### src/verilog/dacb_pkg.sv
// Shared constants, types and helpers for the converter register bank
//==============================================================================
//==============================================================================
package dacb_pkg;

    // Clock and nonvolatile write timing
    localparam int CLK_PERIOD_NS = 8;
    localparam int EE_WRITE_TIME_NS = 25000000;
    localparam int EE_WRITE_CYCLES = (EE_WRITE_TIME_NS + CLK_PERIOD_NS - 1) / CLK_PERIOD_NS;

    // Register addresses
    localparam logic [4:0] A_VOL_CODE0 = 5'h00;
    localparam logic [4:0] A_VOL_CODE1 = 5'h01;
    localparam logic [4:0] A_VOL_REF = 5'h08;
    localparam logic [4:0] A_VOL_PD = 5'h09;
    localparam logic [4:0] A_VOL_GAIN = 5'h0A;
    localparam logic [4:0] A_LOCK_STAT = 5'h0B;
    localparam logic [4:0] A_NV_CODE0 = 5'h10;
    localparam logic [4:0] A_NV_CODE1 = 5'h11;
    localparam logic [4:0] A_NV_REF = 5'h18;
    localparam logic [4:0] A_NV_PD = 5'h19;
    localparam logic [4:0] A_NV_GAIN = 5'h1A;

    // Field positions
    localparam int GAIN_LSB = 8;
    localparam int POR_FLAG_BIT = 7;
    localparam int EE_ACTIVE_BIT = 6;
    localparam int ADDR_LOCK_BIT = 7;
    localparam int ADDR_LSB = 0;
    localparam int ADDR_W = 7;

    // Values after reset (factory state)
    localparam logic [6:0] NV_ADDR_RESET = 7'h60;
    localparam logic ADDR_LOCK_RESET = 1'b1;
    localparam logic [3:0] SEL_RESET = 4'h0;
    localparam logic [1:0] GAIN_RESET = 2'h0;
    localparam logic [1:0] LOCK_BITS_RESET = 2'h0;

    // Lock pairs {code lock, config lock}
    localparam logic [1:0] LOCK_ALL = 2'h3;
    localparam logic [1:0] LOCK_NONE = 2'h0;

    // Reference and power-down encodings
    localparam logic [1:0] REF_PIN_BUF = 2'h3;
    localparam logic [1:0] REF_PIN_RAW = 2'h2;
    localparam logic [1:0] REF_BANDGAP = 2'h1;
    localparam logic [1:0] REF_SUPPLY = 2'h0;
    localparam logic [1:0] PD_NORMAL = 2'h0;
    localparam logic [1:0] PD_PULL_1K = 2'h1;
    localparam logic [1:0] PD_PULL_100K = 2'h2;
    localparam logic [1:0] PD_OPEN = 2'h3;

    // Command from the serial front end
    typedef struct packed {
        logic valid;
        logic write;
        logic [4:0] addr;
        logic [15:0] data;
    } dacb_cmd_t;

    // High-voltage enable or disable command
    typedef struct packed {
        logic valid;
        logic enable;
        logic [4:0] addr;
    } dacb_hv_t;

    // Answer to either command
    typedef struct packed {
        logic valid;
        logic ack;
        logic [15:0] data;
    } dacb_rsp_t;

    // Analog control lines for one channel
    typedef struct packed {
        logic refBufEn;
        logic refPin;
        logic bandgap;
        logic supply;
        logic gain2x;
        logic powered;
        logic pull1k;
        logic pull100k;
        logic open;
    } dacb_drive_t;

    // Two-bit field of one channel
    function automatic logic [1:0] chanField(input logic [3:0] word, input int ch);
        chanField = word[2*ch +: 2];
    endfunction

    // Lock gating per target kind
    function automatic logic volCodeOk(input logic [1:0] pair);
        volCodeOk = ~pair[1];
    endfunction

    function automatic logic volCfgOk(input logic [1:0] pair);
        volCfgOk = (pair != LOCK_ALL);
    endfunction

    function automatic logic nvOk(input logic [1:0] pair);
        nvOk = (pair == LOCK_NONE);
    endfunction

endpackage

### src/verilog/dacb_ee_timer.sv
// Nonvolatile write cycle timer
`timescale 1ns/1ps
module dacb_ee_timer #(
    parameter int CYCLES = 16
) (
    input wire logic clock,
    input wire logic rst,
    input wire logic start,
    output logic busy
);
    import dacb_pkg::*;

    localparam int CW = $clog2(CYCLES + 1);

    logic [CW-1:0] count_reg;
    logic [CW-1:0] count_next;
    logic busy_next;

    if (CYCLES < 1) begin : gCheck
        $error("dacb_ee_timer needs at least one cycle");
    end

    //==========================================================================
    // Countdown; a start while busy is ignored, the caller refuses it anyway
    always_comb begin
        count_next = count_reg;
        busy_next = busy;
        if (!busy && start) begin
            count_next = CW'(CYCLES);
            busy_next = 1'b1;
        end else if (busy) begin
            count_next = count_reg - 1'b1;
            busy_next = (count_reg > CW'(1));
        end
    end

    always_ff @(posedge clock or posedge rst) begin
        if (rst) begin
            count_reg <= '0;
            busy <= 1'b0;
        end else begin
            count_reg <= count_next;
            busy <= busy_next;
        end
    end
endmodule

### src/verilog/dacb_chan_drive.sv
// Decode of one channel's configuration into analog controls
`timescale 1ns/1ps
module dacb_chan_drive (
    input wire logic clock,
    input wire logic rst,
    input wire logic [1:0] refSel,
    input wire logic [1:0] pdSel,
    input wire logic gainBit,
    output dacb_pkg::dacb_drive_t drive
);
    import dacb_pkg::*;

    dacb_drive_t drive_next;

    //==========================================================================
    // Pure decode, registered so the analog side sees clean levels
    always_comb begin
        drive_next.supply = (refSel == REF_SUPPLY);
        drive_next.bandgap = (refSel == REF_BANDGAP);
        drive_next.refPin = (refSel == REF_PIN_BUF) || (refSel == REF_PIN_RAW);
        drive_next.refBufEn = (refSel == REF_PIN_BUF) || (refSel == REF_BANDGAP);
        // Doubling the supply rail is meaningless, so it is suppressed
        drive_next.gain2x = gainBit && (refSel != REF_SUPPLY);
        drive_next.powered = (pdSel == PD_NORMAL);
        drive_next.pull1k = (pdSel == PD_PULL_1K);
        drive_next.pull100k = (pdSel == PD_PULL_100K);
        drive_next.open = (pdSel == PD_OPEN);
    end

    always_ff @(posedge clock or posedge rst) begin
        if (rst) begin
            drive <= '0;
        end else begin
            drive <= drive_next;
        end
    end
endmodule

### src/verilog/dacb_reg_bank.sv
// Volatile and nonvolatile register bank with lock gating
`timescale 1ns/1ps
module dacb_reg_bank #(
    parameter int CODE_W = 12,
    parameter int CH = 2,
    parameter int EE_CYCLES = dacb_pkg::EE_WRITE_CYCLES
) (
    input wire logic clock,
    input wire logic rst,
    input wire dacb_pkg::dacb_cmd_t cmd,
    input wire dacb_pkg::dacb_hv_t hvCmd,
    input wire logic highVoltagePin,
    output dacb_pkg::dacb_rsp_t rsp,
    output logic [CH*CODE_W-1:0] outCode,
    output dacb_pkg::dacb_drive_t [CH-1:0] chanDrive,
    output logic [6:0] busAddressBits,
    output logic eepromWriteActive
);
    import dacb_pkg::*;

    typedef enum logic {
        ST_RECALL,
        ST_RUN
    } dacb_state_t;

    localparam logic [CODE_W-1:0] MID_CODE = {1'b0, {(CODE_W-1){1'b1}}};
    localparam logic [CODE_W-1:0] ONES_CODE = {CODE_W{1'b1}};

    if (!(CODE_W == 8 || CODE_W == 10 || CODE_W == 12) || !(CH == 1 || CH == 2)) begin : gCheck
        $error("dacb_reg_bank supports 8/10/12-bit codes and one or two channels");
    end

    dacb_state_t state_reg;
    dacb_state_t state_next;
    logic [CODE_W-1:0] volCode_reg [CH];
    logic [CODE_W-1:0] volCode_next [CH];
    logic [CODE_W-1:0] nvCode_reg [CH];
    logic [CODE_W-1:0] nvCode_next [CH];
    logic [3:0] volRef_reg;
    logic [3:0] volRef_next;
    logic [3:0] nvRef_reg;
    logic [3:0] nvRef_next;
    logic [3:0] volPd_reg;
    logic [3:0] volPd_next;
    logic [3:0] nvPd_reg;
    logic [3:0] nvPd_next;
    logic [1:0] volGain_reg;
    logic [1:0] volGain_next;
    logic [1:0] nvGain_reg;
    logic [1:0] nvGain_next;
    logic porFlag_reg;
    logic porFlag_next;
    logic [6:0] nvAddr_reg;
    logic [6:0] nvAddr_next;
    logic addrLock_reg;
    logic addrLock_next;
    logic [1:0] codeLock_reg;
    logic [1:0] codeLock_next;
    logic [1:0] cfgLock_reg;
    logic [1:0] cfgLock_next;
    dacb_rsp_t rsp_next;
    logic eeStart;
    logic eeBusy;
    logic [2:0] hvcSync_reg;
    logic [2:0] hvcSync_next;
    logic hvcLevel_reg;
    logic hvcLevel_next;
    logic [3:0] chMask;

    // Bits of a two-bit-per-channel word that exist on this part
    assign chMask = (CH == 2) ? 4'hF : 4'h3;

    //==========================================================================
    // High-voltage pin: three flops, a change counts once stages 2 and 3 agree
    always_comb begin
        hvcSync_next = {hvcSync_reg[1:0], highVoltagePin};
        hvcLevel_next = (hvcSync_reg[1] == hvcSync_reg[2]) ? hvcSync_reg[2] : hvcLevel_reg;
    end

    always_ff @(posedge clock or posedge rst) begin
        if (rst) begin
            hvcSync_reg <= 3'h0;
            hvcLevel_reg <= 1'b0;
        end else begin
            hvcSync_reg <= hvcSync_next;
            hvcLevel_reg <= hvcLevel_next;
        end
    end

    //==========================================================================
    // Command handling; a blocked or refused command changes nothing
    always_comb begin
        logic [1:0] pair;
        logic blocked;
        logic isNv;
        int ch;
        pair = LOCK_NONE;
        blocked = 1'b0;
        isNv = cmd.addr[4];
        ch = 0;
        state_next = state_reg;
        volCode_next = volCode_reg;
        nvCode_next = nvCode_reg;
        volRef_next = volRef_reg;
        nvRef_next = nvRef_reg;
        volPd_next = volPd_reg;
        nvPd_next = nvPd_reg;
        volGain_next = volGain_reg;
        nvGain_next = nvGain_reg;
        porFlag_next = porFlag_reg;
        nvAddr_next = nvAddr_reg;
        addrLock_next = addrLock_reg;
        codeLock_next = codeLock_reg;
        cfgLock_next = cfgLock_reg;
        eeStart = 1'b0;
        rsp_next = '0;
        if (state_reg == ST_RECALL) begin
            // One cycle after release the stored copies become live
            volCode_next = nvCode_reg;
            volRef_next = nvRef_reg;
            volPd_next = nvPd_reg;
            volGain_next = nvGain_reg;
            state_next = ST_RUN;
        end else if (cmd.valid) begin
            rsp_next.valid = 1'b1;
            rsp_next.ack = 1'b1;
            // Nonvolatile targets are off limits while the write cycle runs
            if (isNv && eeBusy) begin
                rsp_next.ack = 1'b0;
            end else if (!cmd.write) begin
                case (cmd.addr)
                    A_VOL_CODE0, A_VOL_CODE1: begin
                        ch = int'(cmd.addr[0]);
                        if (ch < CH) begin
                            rsp_next.data = 16'(volCode_reg[ch]);
                        end else begin
                            rsp_next.ack = 1'b0;
                            rsp_next.data = 16'(ONES_CODE);
                        end
                    end
                    A_NV_CODE0, A_NV_CODE1: begin
                        ch = int'(cmd.addr[0]);
                        if (ch < CH) begin
                            rsp_next.data = 16'(nvCode_reg[ch]);
                        end else begin
                            rsp_next.ack = 1'b0;
                            rsp_next.data = 16'(ONES_CODE);
                        end
                    end
                    A_VOL_REF: rsp_next.data = {12'h000, volRef_reg & chMask};
                    A_NV_REF: rsp_next.data = {12'h000, nvRef_reg & chMask};
                    A_VOL_PD: rsp_next.data = {12'h000, volPd_reg & chMask};
                    A_NV_PD: rsp_next.data = {12'h000, nvPd_reg & chMask};
                    A_VOL_GAIN: begin
                        rsp_next.data[GAIN_LSB +: 2] = volGain_reg & chMask[1:0];
                        rsp_next.data[POR_FLAG_BIT] = porFlag_reg;
                        rsp_next.data[EE_ACTIVE_BIT] = eeBusy;
                        porFlag_next = 1'b0;
                    end
                    A_NV_GAIN: begin
                        rsp_next.data[GAIN_LSB +: 2] = nvGain_reg & chMask[1:0];
                        rsp_next.data[ADDR_LOCK_BIT] = addrLock_reg;
                        rsp_next.data[ADDR_LSB +: ADDR_W] = nvAddr_reg;
                    end
                    A_LOCK_STAT: begin
                        for (int i = 0; i < CH; i++) begin
                            rsp_next.data[2*i +: 2] = {codeLock_reg[i], cfgLock_reg[i]};
                        end
                    end
                    default: begin
                        rsp_next.ack = 1'b0;
                        rsp_next.data = 16'(ONES_CODE);
                    end
                endcase
            end else begin
                case (cmd.addr)
                    A_VOL_CODE0, A_VOL_CODE1, A_NV_CODE0, A_NV_CODE1: begin
                        ch = int'(cmd.addr[0]);
                        if (ch < CH) begin
                            pair = {codeLock_reg[ch], cfgLock_reg[ch]};
                            blocked = isNv ? !nvOk(pair) : !volCodeOk(pair);
                            if (blocked) begin
                                rsp_next.ack = 1'b0;
                            end else if (isNv) begin
                                // Live output keeps its value until the next recall
                                nvCode_next[ch] = cmd.data[CODE_W-1:0];
                                eeStart = 1'b1;
                            end else begin
                                volCode_next[ch] = cmd.data[CODE_W-1:0];
                            end
                        end else begin
                            rsp_next.ack = 1'b0;
                        end
                    end
                    A_VOL_REF, A_VOL_PD, A_NV_REF, A_NV_PD: begin
                        // Only a channel whose field would change is checked
                        for (int i = 0; i < CH; i++) begin
                            pair = {codeLock_reg[i], cfgLock_reg[i]};
                            if (chanField(cmd.data[3:0], i) != chanField(
                                    cmd.addr[0] ? (isNv ? nvPd_reg : volPd_reg)
                                                : (isNv ? nvRef_reg : volRef_reg), i) &&
                                    !(isNv ? nvOk(pair) : volCfgOk(pair))) begin
                                blocked = 1'b1;
                            end
                        end
                        if (blocked) begin
                            rsp_next.ack = 1'b0;
                        end else begin
                            case ({isNv, cmd.addr[0]})
                                2'b00: volRef_next = cmd.data[3:0] & chMask;
                                2'b01: volPd_next = cmd.data[3:0] & chMask;
                                2'b10: nvRef_next = cmd.data[3:0] & chMask;
                                default: nvPd_next = cmd.data[3:0] & chMask;
                            endcase
                            eeStart = isNv;
                        end
                    end
                    A_VOL_GAIN, A_NV_GAIN: begin
                        for (int i = 0; i < CH; i++) begin
                            pair = {codeLock_reg[i], cfgLock_reg[i]};
                            if (cmd.data[GAIN_LSB + i] != (isNv ? nvGain_reg[i] : volGain_reg[i]) &&
                                    !(isNv ? nvOk(pair) : volCfgOk(pair))) begin
                                blocked = 1'b1;
                            end
                        end
                        // Locked address accepts only its own value back
                        if (isNv && addrLock_reg &&
                                cmd.data[ADDR_LSB +: ADDR_W] != nvAddr_reg) begin
                            blocked = 1'b1;
                        end
                        if (blocked) begin
                            rsp_next.ack = 1'b0;
                        end else if (isNv) begin
                            nvGain_next = cmd.data[GAIN_LSB +: 2] & chMask[1:0];
                            nvAddr_next = cmd.data[ADDR_LSB +: ADDR_W];
                            eeStart = 1'b1;
                        end else begin
                            volGain_next = cmd.data[GAIN_LSB +: 2] & chMask[1:0];
                        end
                    end
                    default: rsp_next.ack = 1'b0;
                endcase
            end
        end else if (hvCmd.valid) begin
            rsp_next.valid = 1'b1;
            // Lock bits are nonvolatile: pin high and no write cycle running
            rsp_next.ack = hvcLevel_reg && !eeBusy;
            case (hvCmd.addr)
                A_VOL_CODE0, A_VOL_CODE1: begin
                    if (int'(hvCmd.addr[0]) < CH && rsp_next.ack) begin
                        cfgLock_next[hvCmd.addr[0]] = hvCmd.enable;
                    end else begin
                        rsp_next.ack = 1'b0;
                    end
                end
                A_NV_CODE0, A_NV_CODE1: begin
                    if (int'(hvCmd.addr[0]) < CH && rsp_next.ack) begin
                        codeLock_next[hvCmd.addr[0]] = hvCmd.enable;
                    end else begin
                        rsp_next.ack = 1'b0;
                    end
                end
                A_NV_GAIN: begin
                    if (rsp_next.ack) begin
                        addrLock_next = hvCmd.enable;
                    end
                end
                default: rsp_next.ack = 1'b0;
            endcase
            eeStart = rsp_next.ack;
        end
    end

    //==========================================================================
    // Bank registers; reset stands for power-on or brown-out
    always_ff @(posedge clock or posedge rst) begin
        if (rst) begin
            state_reg <= ST_RECALL;
            for (int i = 0; i < CH; i++) begin
                volCode_reg[i] <= '0; // Blank until the recall fills it, so a lost recall shows
                nvCode_reg[i] <= MID_CODE;
            end
            volRef_reg <= SEL_RESET;
            nvRef_reg <= SEL_RESET;
            volPd_reg <= SEL_RESET;
            nvPd_reg <= SEL_RESET;
            volGain_reg <= GAIN_RESET;
            nvGain_reg <= GAIN_RESET;
            porFlag_reg <= 1'b1;
            nvAddr_reg <= NV_ADDR_RESET;
            addrLock_reg <= ADDR_LOCK_RESET;
            codeLock_reg <= LOCK_BITS_RESET;
            cfgLock_reg <= LOCK_BITS_RESET;
            rsp <= '0;
            outCode <= '0;
            busAddressBits <= NV_ADDR_RESET;
        end else begin
            state_reg <= state_next;
            volCode_reg <= volCode_next;
            nvCode_reg <= nvCode_next;
            volRef_reg <= volRef_next;
            nvRef_reg <= nvRef_next;
            volPd_reg <= volPd_next;
            nvPd_reg <= nvPd_next;
            volGain_reg <= volGain_next;
            nvGain_reg <= nvGain_next;
            porFlag_reg <= porFlag_next;
            nvAddr_reg <= nvAddr_next;
            addrLock_reg <= addrLock_next;
            codeLock_reg <= codeLock_next;
            cfgLock_reg <= cfgLock_next;
            rsp <= rsp_next;
            for (int i = 0; i < CH; i++) begin
                outCode[i*CODE_W +: CODE_W] <= volCode_next[i];
            end
            busAddressBits <= nvAddr_next;
        end
    end

    //==========================================================================
    // Write cycle timer and per-channel analog decode
    dacb_ee_timer #(
        .CYCLES(EE_CYCLES)
    ) uTimer (
        .clock(clock),
        .rst(rst),
        .start(eeStart),
        .busy(eeBusy)
    );

    assign eepromWriteActive = eeBusy;

    for (genvar g = 0; g < CH; g++) begin : gChan
        dacb_chan_drive uDrive (
            .clock(clock),
            .rst(rst),
            .refSel(chanField(volRef_reg, g)),
            .pdSel(chanField(volPd_reg, g)),
            .gainBit(volGain_reg[g]),
            .drive(chanDrive[g])
        );
    end
endmodule

### config.mk
export PLATFORM = sky130hd
export DESIGN_NAME = dacb_reg_bank
export DESIGN_NICKNAME = d
export VERILOG_FILES = /design/src/verilog/dacb_pkg.sv /design/src/verilog/dacb_ee_timer.sv /design/src/verilog/dacb_chan_drive.sv /design/src/verilog/dacb_reg_bank.sv
export SDC_FILE = /design/constraint.sdc
export NUM_CORES = 1
export LEC_CHECK = 0
export ABC_AREA = 1
export BUFFER_PORTS_ARGS = -buffer_cell sky130_fd_sc_hd__buf_2
export CAP_MARGIN = 30
export CORE_AREA = 2 2 155 195
export DETAILED_ROUTE_END_ITERATION = 16
export DIE_AREA = 0 0 157 197
export SETUP_SLACK_MARGIN = 0.3
export SYNTH_ARGS = -nofsm -noshare
export SYNTH_HDL_FRONTEND = slang
export SYNTH_SLANG_ARGS = --single-unit
### constraint.sdc
create_clock -name clock -period 6.1 [get_ports clock]
set_input_delay 0.915 -clock clock [delete_from_list [all_inputs] [get_ports clock]]
set_output_delay 0.915 -clock clock [all_outputs]
set_load 0.01 [all_outputs]
## Word level (Yosys, flattened, before mapping)

Index checks and enable logic that the tools add are counted.

| word-level totals | value |
|---|---|
| logic and storage cells | 263 |
| input bits | 33 |
| register bits | 169 |
| output and inout port bits | 68 |

| operators by class | value |
|---|---|
| muxes and demuxes | 102 |
| order comparisons | 6 |
| equality and inequality tests | 46 |
| add/subtract/negate cells | 1 |
| reductions and logical operators | 58 |
| bitwise logic cells | 8 |

Operators with widths:

| cell | count |
|---|---|
| $mux W24 | 7 |
| $mux W12 | 7 |
| $mux W4 | 17 |
| $bwmux W24 | 2 |
| $mux W16 | 3 |
| $mux W22 | 2 |
| $mux W1 | 43 |
| $eq A5 B5 Y1 const B | 8 |
| $pmux W4 S9 | 1 |
| $ge A32 B2 Y1 const B | 1 |
| $lt A32 B1 Y1 const B | 1 |
| $not A1 Y32 | 1 |
| $reduce_and A7 Y1 | 4 |
| $gt A22 B1 Y1 const B | 1 |
| $sub A22 B1 Y22 const B | 1 |
| $eq A5 B4 Y1 const B | 4 |
| $pmux W4 S5 | 1 |
| $reduce_and A5 Y1 | 4 |
| $eq A2 B2 Y1 const B | 9 |
| $mux W18 | 1 |
| $mux W2 | 9 |
| $reduce_and A6 Y1 | 3 |
| $logic_not A2 Y1 | 8 |
| $ne A2 B2 Y1 const B | 8 |
| other kinds (29) | 75 |

## Logic depth before layout (Yosys ltp)

Gate-level depths: netlist of the first run.

| logic depth | value |
|---|---|
| depth in word-level cells | 20 |
| mapped depth | 19 |
| mapped depth without buffers | 17 |

## Hierarchy

Synthesis of the first run repeated with hierarchy kept, for this count alone.

| unflattened totals | value |
|---|---|
| cell total of the unflattened synthesis | 958 |
| area, all modules | 7523.5 µm² |

Modules (own cells, without submodules):

| module | times used | area an instance (µm²) | sequential area each (µm²) | cells each |
|---|---|---|---|---|
| dacb_reg_bank | 1 | 5551.6 | 2534.9 | 719 |
| dacb_ee_timer | 1 | 1398.8 | 575.6 | 191 |
| dacb_chan_drive | 2 | 286.5 | 225.2 | 24 |

## Least setup slack after synthesis of the first run

OpenSTA, ideal clock, no wires.

| path | value |
|---|---|
| path kind | in2reg |
| from | in cmd[16] (netlist name) |
| to | reg nvCode_reg[11] (netlist name) |
| arrival | 2218 ps |
| path slack | 3761 ps |
| setup time | 121 ps |
| cell stages on the path | 10 |
| data required time | 5979 ps |
| cell sequence | buf_6 > nor2_2 > nand2_2 > a21oi_4 > inv_2 > nor4_4 > nand2_2 > buf_2 > nand2_1 > o21ai_1 |

| between the ends | value |
|---|---|
| word-level cells in the longest chain between the ends | 7 |
| elaborated cells between the ends (all ways) | 21 |

Ends and longest elaborated chain:

| what | line | source |
|---|---|---|
| from (decl) | dacb_reg_bank.sv:10 | `input wire dacb_pkg::dacb_cmd_t cmd,` |
| parallel branches: the longest is 7 deep, another holds $ge A32 B2 Y1 | n/a |  |
| to (signal assigned) | dacb_reg_bank.sv:300 | `nvCode_reg <= nvCode_next;` |
| to (decl) | dacb_reg_bank.sv:37 | `logic [CODE_W-1:0] nvCode_reg [CH];` |

Parallel ways; which one is timed is not known. The select of a mux whose other input is x is not followed.
A chain may end at the register's enable or synchronous reset.

## Worst setup path in the final report of the first run

| path | value |
|---|---|
| from | in cmd[16] (netlist name) |
| to | reg nvCode_reg[9] (netlist name) |

Same word-level chain as after synthesis.

==> insert_results.sql, run 1 <==
INSERT INTO impl_metrics (metric_group, metric, value, unit) VALUES
('detailed_routing', 'drc', '0', ''),
('clock_tree', 'cts-htree-levels', '4', ''),
('synthesis', 'synth_seq_cells', '141', ''),
('timing', 'tightestPinTransition', '0.863', 'ns'),
('placed_design', 'port_buffers', '92', ''),
('global_route', 'antenna_violations_before_repair', '0', ''),
('worst_setup_path', 'worst_reg_to_reg_setup_slack', '3.52', 'ns'),
('die', 'chipHeight', '197', 'microns'),
('timing', 'fmaxAchievable', '369', 'MHz'),
('clock_tree', 'cts_sinks', '141', ''),
('power', 'total_power', '2.40', 'mW'),
('worst_setup_path', 'critical_path.endpoint_type', 'flop', ''),
('synthesis', 'synth_simple_gate_area_share', '0.234', ''),
('die', 'i_o_pin_cnt', '101', ''),
('detailed_routing', 'vias_per_cell', '4.59', ''),
('detailed_routing', 'drtIter0Drc', '510', ''),
('timing', 'clock-skew-final', '0.00913', 'ns'),
('finish', 'layout_cell_share_with_drive_strength_beyond_1', '0.192', ''),
('global_route', 'globalRouteTotalUtil', '0.148', ''),
('synthesis', 'post_synth_main_area_contributors', 'dfrtp_1 40%, nand2_1 14%, dfstp_2 9.5%', ''),
('finish', 'nNetsFinal', '1010', ''),
('timing', 'final_hold_viol_count', '0', ''),
('outcome', 'outcome', 'completed', ''),
('placed_design', 'numPlacedInstances', '1352', ''),
('worst_setup_path', 'critPathArrivalTime', '3.06', 'ns'),
('global_route', 'grt_overflow', '0', ''),
('global_route', 'grt_pass1_vias', '6091', ''),
('synthesis', 'mappedNetlistArea', '7190', 'sq um'),
('detailed_routing', 'route.antenna.remaining_nets', '0', ''),
('synthesis', 'area_share_of_fa_ha_maj_cells_after_synthesis', '0.00487', ''),
('worst_setup_path', 'critical_path_cell_by_cell', 'buf_2 > buf_4 > nor2_2 > nand2_2 > a21oi_4 > inv_2 > nor4_4 > nand2_2 > nand2_1 > o21ai_1', ''),
('finish', 'final.fill_count', '3089', ''),
('die', 'floorplan.initialDensity', '0.248', ''),
('finish', 'final_cell_count_no_fill', '1384', ''),
('worst_setup_path', 'critical_path.startpoint_type', 'input pin', ''),
('synthesis', 'synthesis.area_per_instance', '8.08', 'sq um'),
('run', 'max-cap-violations', '0', ''),
('clock_tree', 'clk_pin_slew_worst_paths', '0.06', 'ns'),
('power', 'cellPowerDensity', '279', 'nW/um^2'),
('die', 'die_w', '157', 'microns'),
('clock_tree', 'cts_hold_buffers', '0', ''),
('timing', 'setup_violating_endpoint_count_in_the_final_report', '0', ''),
('placed_design', 'hpwl_reported_at_the_end_of_detailed_placement', '15800', 'microns'),
('synthesis', 'yosys.area.top_type_share', '0.400', ''),
('timing', 'rsz0062_at_grt', 'no', ''),
('timing', 'final_critical_path_share_of_the_clock_period', '0.444', ''),
('worst_setup_path', 'slowest_delay', '0.36', 'ns'),
('power', 'leakage_power', '4.03', 'nW'),
('synthesis', 'yosys.area.top_type', 'dfrtp_1', ''),
('worst_setup_path', 'worst-setup-path-type', 'input pin to flop', ''),
('worst_setup_path', 'worst_r2r_startpoint', 'state_reg', ''),
('detailed_routing', 'post_drt_wl_per_cell', '16.0', 'microns'),
('worst_setup_path', 'timing.critical_path.required', '6.45', 'ns'),
('finish', 'antennaDiodeCount', '0', ''),
('global_route', 'grt_util_met3', '0.0350', ''),
('synthesis', 'post_synth_num_cell_types', '53', ''),
('die', 'design.die.area', '30900', 'sq um'),
('timing', 'final.setup.tns', '0', 'ns'),
('hold_path', 'hold_start', 'hvcSync_reg[0]', ''),
('worst_setup_path', 'cp_max_fo', '43', ''),
('die', 'placement_rows', '70', ''),
('global_route', 'grt_most_used_layer', 'met2', ''),
('synthesis', 'synthesis.yosys.warnings', '0', ''),
('worst_setup_path', 'worst_path_max_delay_cell', 'nand2_2', ''),
('finish', 'largest_register_ffs', '24', ''),
('synthesis', 'yosys.area_share.xor_xnor', '0.0110', ''),
('clock_tree', 'clk_latency', '0.44', 'ns'),
('synthesis', 'dominant_combinational_cell_family_by_area_after_synthesis', 'simple AND/OR/NAND/NOR gates', ''),
('power', 'max-vdd-ir-drop', '0.156', 'mV'),
('die', 'core-area', '29000', 'sq um'),
('synthesis', 'synthCells', '890', '');
==> cell usage in the layout, fill, tap and decap left out, types with 6 or more instances in the layout <==
cell type  count
nor2_1        76
o21ai_1       35
o31ai_1        8
nand2_2        7
clkbuf_16     17
a21oi_4        9
a31oi_1       10
dfrtp_1      115
xnor2_1        7
inv_2          6
a22oi_1       10
nor3_1        13
dfstp_2       26
nand2_1      261
buf_4          6
a21oi_1       34
inv_1         95
nand3_1       28
o21ai_0       51
buf_2         92
==> kinds of logic (layout without fill, tap and decap cells) <==
kind of cell | count (synthesis) | after routing
simple gates | 406 | 406
xor+xnor | 9 | 9
buf+inv | 141 | 236
compound gates | 188 | 188
other cells | 2 | 5
flops | 141 | 141
fa+ha+maj | 3 | 3
==> path summary, 6_finish.rpt <==
| kind | to | depth (start not counted) |
|---|---|---|
| min reg2reg | hvcSync_reg[1] | 0 |
| max | nvCode_reg[9] | 10 |
| min | hvcSync_reg[1] | 0 |
| min in group asynchronous | gChan[0].uDrive.drive[1] | 2 |
| max in group asynchronous | volCode_reg[12] | 3 |
| max reg2reg | uTimer.count_reg[10] | 8 |
==> synthesized netlist by cell type (all sizes together) <==
library cell and number:
a31oi 10, nor3 13, o311ai 3, nand3 30, buf 19, maj3 1, xor2 2, a211oi 3
or2 2, o211ai 4, clkbuf 16, a32oi 3, nand3b 1, a21o 1, dfstp 26, o221ai 5
nand4 5, conb 2, ha 2, o2111a 1, o31ai 8, a21oi 43, o21bai 1, nor4 2
inv 103, and2 2, a21boi 1, xnor2 7, a22oi 10, a2111oi 1, nand2 269, dfrtp 115
o21ai 86, and3 2, nor2 80, a41oi 1, a221oi 4, o22ai 3, clkinv 3
==> routing by layer <==
layer | wire [microns] | part of all wire | vias up
met5 | 0 | 0 | -
met1 | 9380 | 0.42 | 2976
met2 | 10700 | 0.48 | 270
met4 | 677 | 0.031 | 0
met3 | 1450 | 0.065 | 44
li1 | - | - | 3056
==> worst max-delay path, delay by kind of cell <==
family                 cells  cell delay (ns)
buffers and inverters      3             0.58
and+or+nand+nor            5             1.12
AOI/OAI and AO/OA          2             0.41
==> per-stage QoR <==
step / setup slack (ns) / utilization / hold WS, ns
floorplan: 1.45 / - / 0.331
global placement: 2.95 / 0.275 / 0.337
detailed placement: 2.96 / 0.275 / 0.343
CTS: 3.42 / 0.296 / 0.357
global route: 3.22 / 0.296 / 0.366
finish: 3.39 / 0.296 / 0.351
==> cell type report <==
type | instances | area [sq um] | area share
clock buffer | 19 | 443 | 0.0516
tap | 396 | 495 | 0.0577
timing repair buffer | 98 | 505 | 0.0589
multi-input combinational | 611 | 3010 | 0.351
inverter | 106 | 408 | 0.0475
clock inverter | 13 | 163 | 0.0189
sequential | 141 | 3560 | 0.415
==> power breakdown <==
group	switching, mW	internal [mW]
clock network	0.429	0.655
logic	0.177	0.0838
registers	0.0500	1.00
Note: power is estimated with default switching activity, not from simulation.
==> inputs of run 2 (changes only) <==
Clock period 6.1 ns to 2.73 ns, I/O delays scaled along.
==> run 2 against run 1 <==
- critical path depth is 2 higher
- wire length is 1.6% higher
- largest power group is now sequential cells
- worst hold slack worse by 0.27 ns
- final cell count is 1.3% higher
- via count is 0.44% higher
- clock-buffer cell count stayed put
==> insert_results.sql, run 2 (synthesized netlist as in run 1, its figures left out) <==
INSERT INTO impl_metrics (metric_group, metric, value, unit) VALUES
('detailed_routing', 'drtIter0Drc', '476', ''),
('timing', 'fmaxAchievable', '473', 'MHz'),
('run', 'max-cap-violations', '0', ''),
('global_route', 'grt_pass1_vias', '6318', ''),
('worst_setup_path', 'timing.critical_path.buf_inv', '0', ''),
('global_route', 'antenna_violations_before_repair', '1', ''),
('finish', 'postLayoutCellArea', '8730', 'sq um'),
('timing', 'rsz0062_at_grt', 'no', ''),
('die', 'i_o_pin_cnt', '101', ''),
('worst_setup_path', 'critical_path.endpoint_type', 'flop', ''),
('outcome', 'outcome', 'completed', ''),
('placed_design', 'port_buffers', '92', ''),
('timing', 'worst_slew_margin_rel', '0.471', ''),
('finish', 'antennaDiodeCount', '0', ''),
('finish', 'nNetsFinal', '1028', ''),
('worst_setup_path', 'slowest_delay', '0.57', 'ns'),
('placed_design', 'numPlacedInstances', '1368', ''),
('clock_tree', 'cts-root-buf', 'clkbuf_16', ''),
('finish', 'largest_register_ffs', '24', ''),
('detailed_routing', 'routed-via-count', '6374', ''),
('timing', 'fin_crit', '2.11', 'ns'),
('global_route', 'globalRouteTotalUtil', '0.149', ''),
('worst_setup_path', 'cp_max_fo', '19', ''),
('clock_tree', 'tritoncts.num_buffers', '17', ''),
('clock_tree', 'cts-htree-levels', '4', ''),
('die', 'die_w', '157', 'microns'),
('global_route', 'pin_count_of_the_biggest_net_entering_global_routing', '43', ''),
('clock_tree', 'clk_latency', '0.44', 'ns'),
('placed_design', 'gp_routability_congestion', '0.929', ''),
('finish', 'area_delta_synth_final', '21.3', '%'),
('finish', 'final_cell_count_no_fill', '1402', ''),
('die', 'placement_rows', '70', ''),
('clock_tree', 'cts_sinks', '141', ''),
('power', 'leakage_power', '4.10', 'nW'),
('clock_tree', 'max-clock-path-buffers', '2', ''),
('hold_path', 'hp-class', 'input pin to flop', ''),
('power', 'cellPowerDensity', '602', 'nW/um^2'),
('die', 'design.die.area', '30900', 'sq um'),
('worst_setup_path', 'worst_path_max_delay_cell', 'dfstp_2', ''),
('detailed_routing', 'post_drt_wl_per_cell', '16.1', 'microns'),
('timing', 'final.setup.tns', '0', 'ns'),
('timing', 'final_hold_viol_count', '0', ''),
('timing', 'tightestPinTransition', '0.792', 'ns'),
('timing', 'final-max-slew-violation-count', '0', ''),
('worst_setup_path', 'library_cell_appearing_most_often_on_the_critical_path', 'nand2_1', ''),
('finish', 'layout_common_cells', '261 x nand2_1, 114 x dfrtp_1, 95 x inv_1, 92 x buf_2, 76 x nor2_1', ''),
('detailed_routing', 'route.antenna.remaining_nets', '0', ''),
('timing', 'final_critical_path_share_of_the_clock_period', '0.774', ''),
('die', 'chipHeight', '197', 'microns'),
('detailed_routing', 'totalWireLength', '22500', 'microns'),
('worst_setup_path', 'worst-setup-path-type', 'flop to flop', ''),
('finish', 'layout_cell_share_with_drive_strength_beyond_1', '0.209', ''),
('global_route', 'grt_overflow', '0', ''),
('worst_setup_path', 'crit_family', 'simple AND/OR/NAND/NOR gates', ''),
('clock_tree', 'cts_hold_buffers', '0', ''),
('worst_setup_path', 'critPathArrivalTime', '2.43', 'ns'),
('worst_setup_path', 'timing.critical_path.required', '3.05', 'ns'),
('detailed_routing', 'drc', '0', ''),
('finish', 'mostFrequentLayoutCell', 'nand2_1', ''),
('timing', 'clock-skew-final', '0.0123', 'ns'),
('detailed_routing', 'drt_pre_antenna_iters', '6', ''),
('detailed_routing', 'vias_per_cell', '4.55', ''),
('timing', 'setup_violating_endpoint_count_in_the_final_report', '0', ''),
('power', 'max-vdd-ir-drop', '0.377', 'mV'),
('clock_tree', 'cts_tree', 'built', ''),
('worst_setup_path', 'critical_path.startpoint_type', 'flop', ''),
('placed_design', 'placement.cell_area', '8130', 'sq um'),
('clock_tree', 'clk_pin_slew_worst_paths', '0.07', 'ns'),
('global_route', 'wire_length_of_the_first_global_routing_pass', '34900', 'microns'),
('worst_setup_path', 'critical_path_cell_by_cell', 'xnor2_1 > nand2_1 > nor2_1 > nand2_1 > nand2_1 > a21oi_1 > nand2_2 > nand3_2 > nand2_2 > nand2_4 > nand3_1 > nand2_1', ''),
('placed_design', 'hpwl_reported_at_the_end_of_detailed_placement', '16500', 'microns'),
('die', 'core-area', '29000', 'sq um'),
('die', 'floorplan.initialDensity', '0.248', '');
[run 2: cell types whose count changed in the layout (fill, tap and decap cells not counted), moves of 2 or more]
cell	change
buf_4	+16
clkinv_2	-3
clkinv_4	+3
buf_12	+2
bufinv_16	-2
clkinvlp_4	+2
[run 2: through the flow]
| step | utilization | setup WS, ns | power, mW | hold WS, ns |
|---|---|---|---|---|
| 3_5_place_dp | 0.280 | 0.211 | 2.99 | 0.352 |
| 2_1_floorplan | - | 0.579 | 2.74 | 0.331 |
| 5_1_grt | 0.301 | 0.322 | 5.47 | 0.0642 |
| 3_3_place_gp | 0.280 | 0.215 | 2.98 | 0.336 |
| 4_1_cts | 0.300 | 0.395 | 5.31 | 0.0624 |
| 6_report | 0.301 | 0.617 | 5.25 | 0.0822 |
[run 2: timing repair]
item | CTS | global route
buffers inserted | 0 | 2
endpoints found under the setup margin | 0 | 2
resized for setup | 0 | 1
[run 2: routing by layer]
metal / part of all wire / track usage / vias to the layer above / routed length, microns
li1: - / - / 3099 / -
met1: 0.43 / 0.180 / 3016 / 9620
met2: 0.49 / 0.251 / 205 / 11000
met3: 0.050 / 0.0347 / 52 / 1120
met4: 0.034 / 0.0656 / 2 / 775
met5: 0.00058 / 0 / - / 13
[run 2: worst reg2reg max path, cell delays in order (launching register included)]
cell	delay, ns
dfstp_2	0.57
xnor2_1	0.22
nand2_1	0.11
nor2_1	0.11
nand2_1	0.10
nand2_1	0.11
a21oi_1	0.08
nand2_2	0.09
nand3_2	0.08
nand2_2	0.10
nand2_4	0.21
nand3_1	0.16
nand2_1	0.06
[run 2: final timing paths]
path / start / endpoint / slack (ns) / cells past startpoint
setup reg to reg: nvAddr_reg[6] / uTimer.count_reg[6] / 0.62 / 12
max in group asynchronous: rst / nvCode_reg[17] / 1.83 / 3
setup / recovery: nvAddr_reg[6] / uTimer.count_reg[6] / 0.62 / 12
hold reg to reg: hvcSync_reg[0] / hvcSync_reg[1] / 0.36 / 0
hold / removal: highVoltagePin / hvcSync_reg[0] / 0.08 / 1
min in group asynchronous: rst / rsp[16] / 0.11 / 2
[run 2: layout make-up]
type | instances | area [sq um]
Sequential cell | 141 | 3560
Clock buffer | 19 | 453
Fill cell | 3097 | 20300
Timing Repair Buffer | 116 | 666
Multi-Input combinational cell | 611 | 3010
Tap cell | 396 | 495
Clock inverter | 13 | 133
Inverter | 106 | 407
[run 2: where the power goes]
group | total, mW | internal (mW) | leakage (nW) | switching [mW]
Combinational | 0.605 | 0.202 | 2.08 | 0.404
Clock | 2.30 | 1.32 | 0.275 | 0.983
Sequential | 2.34 | 2.24 | 1.75 | 0.107
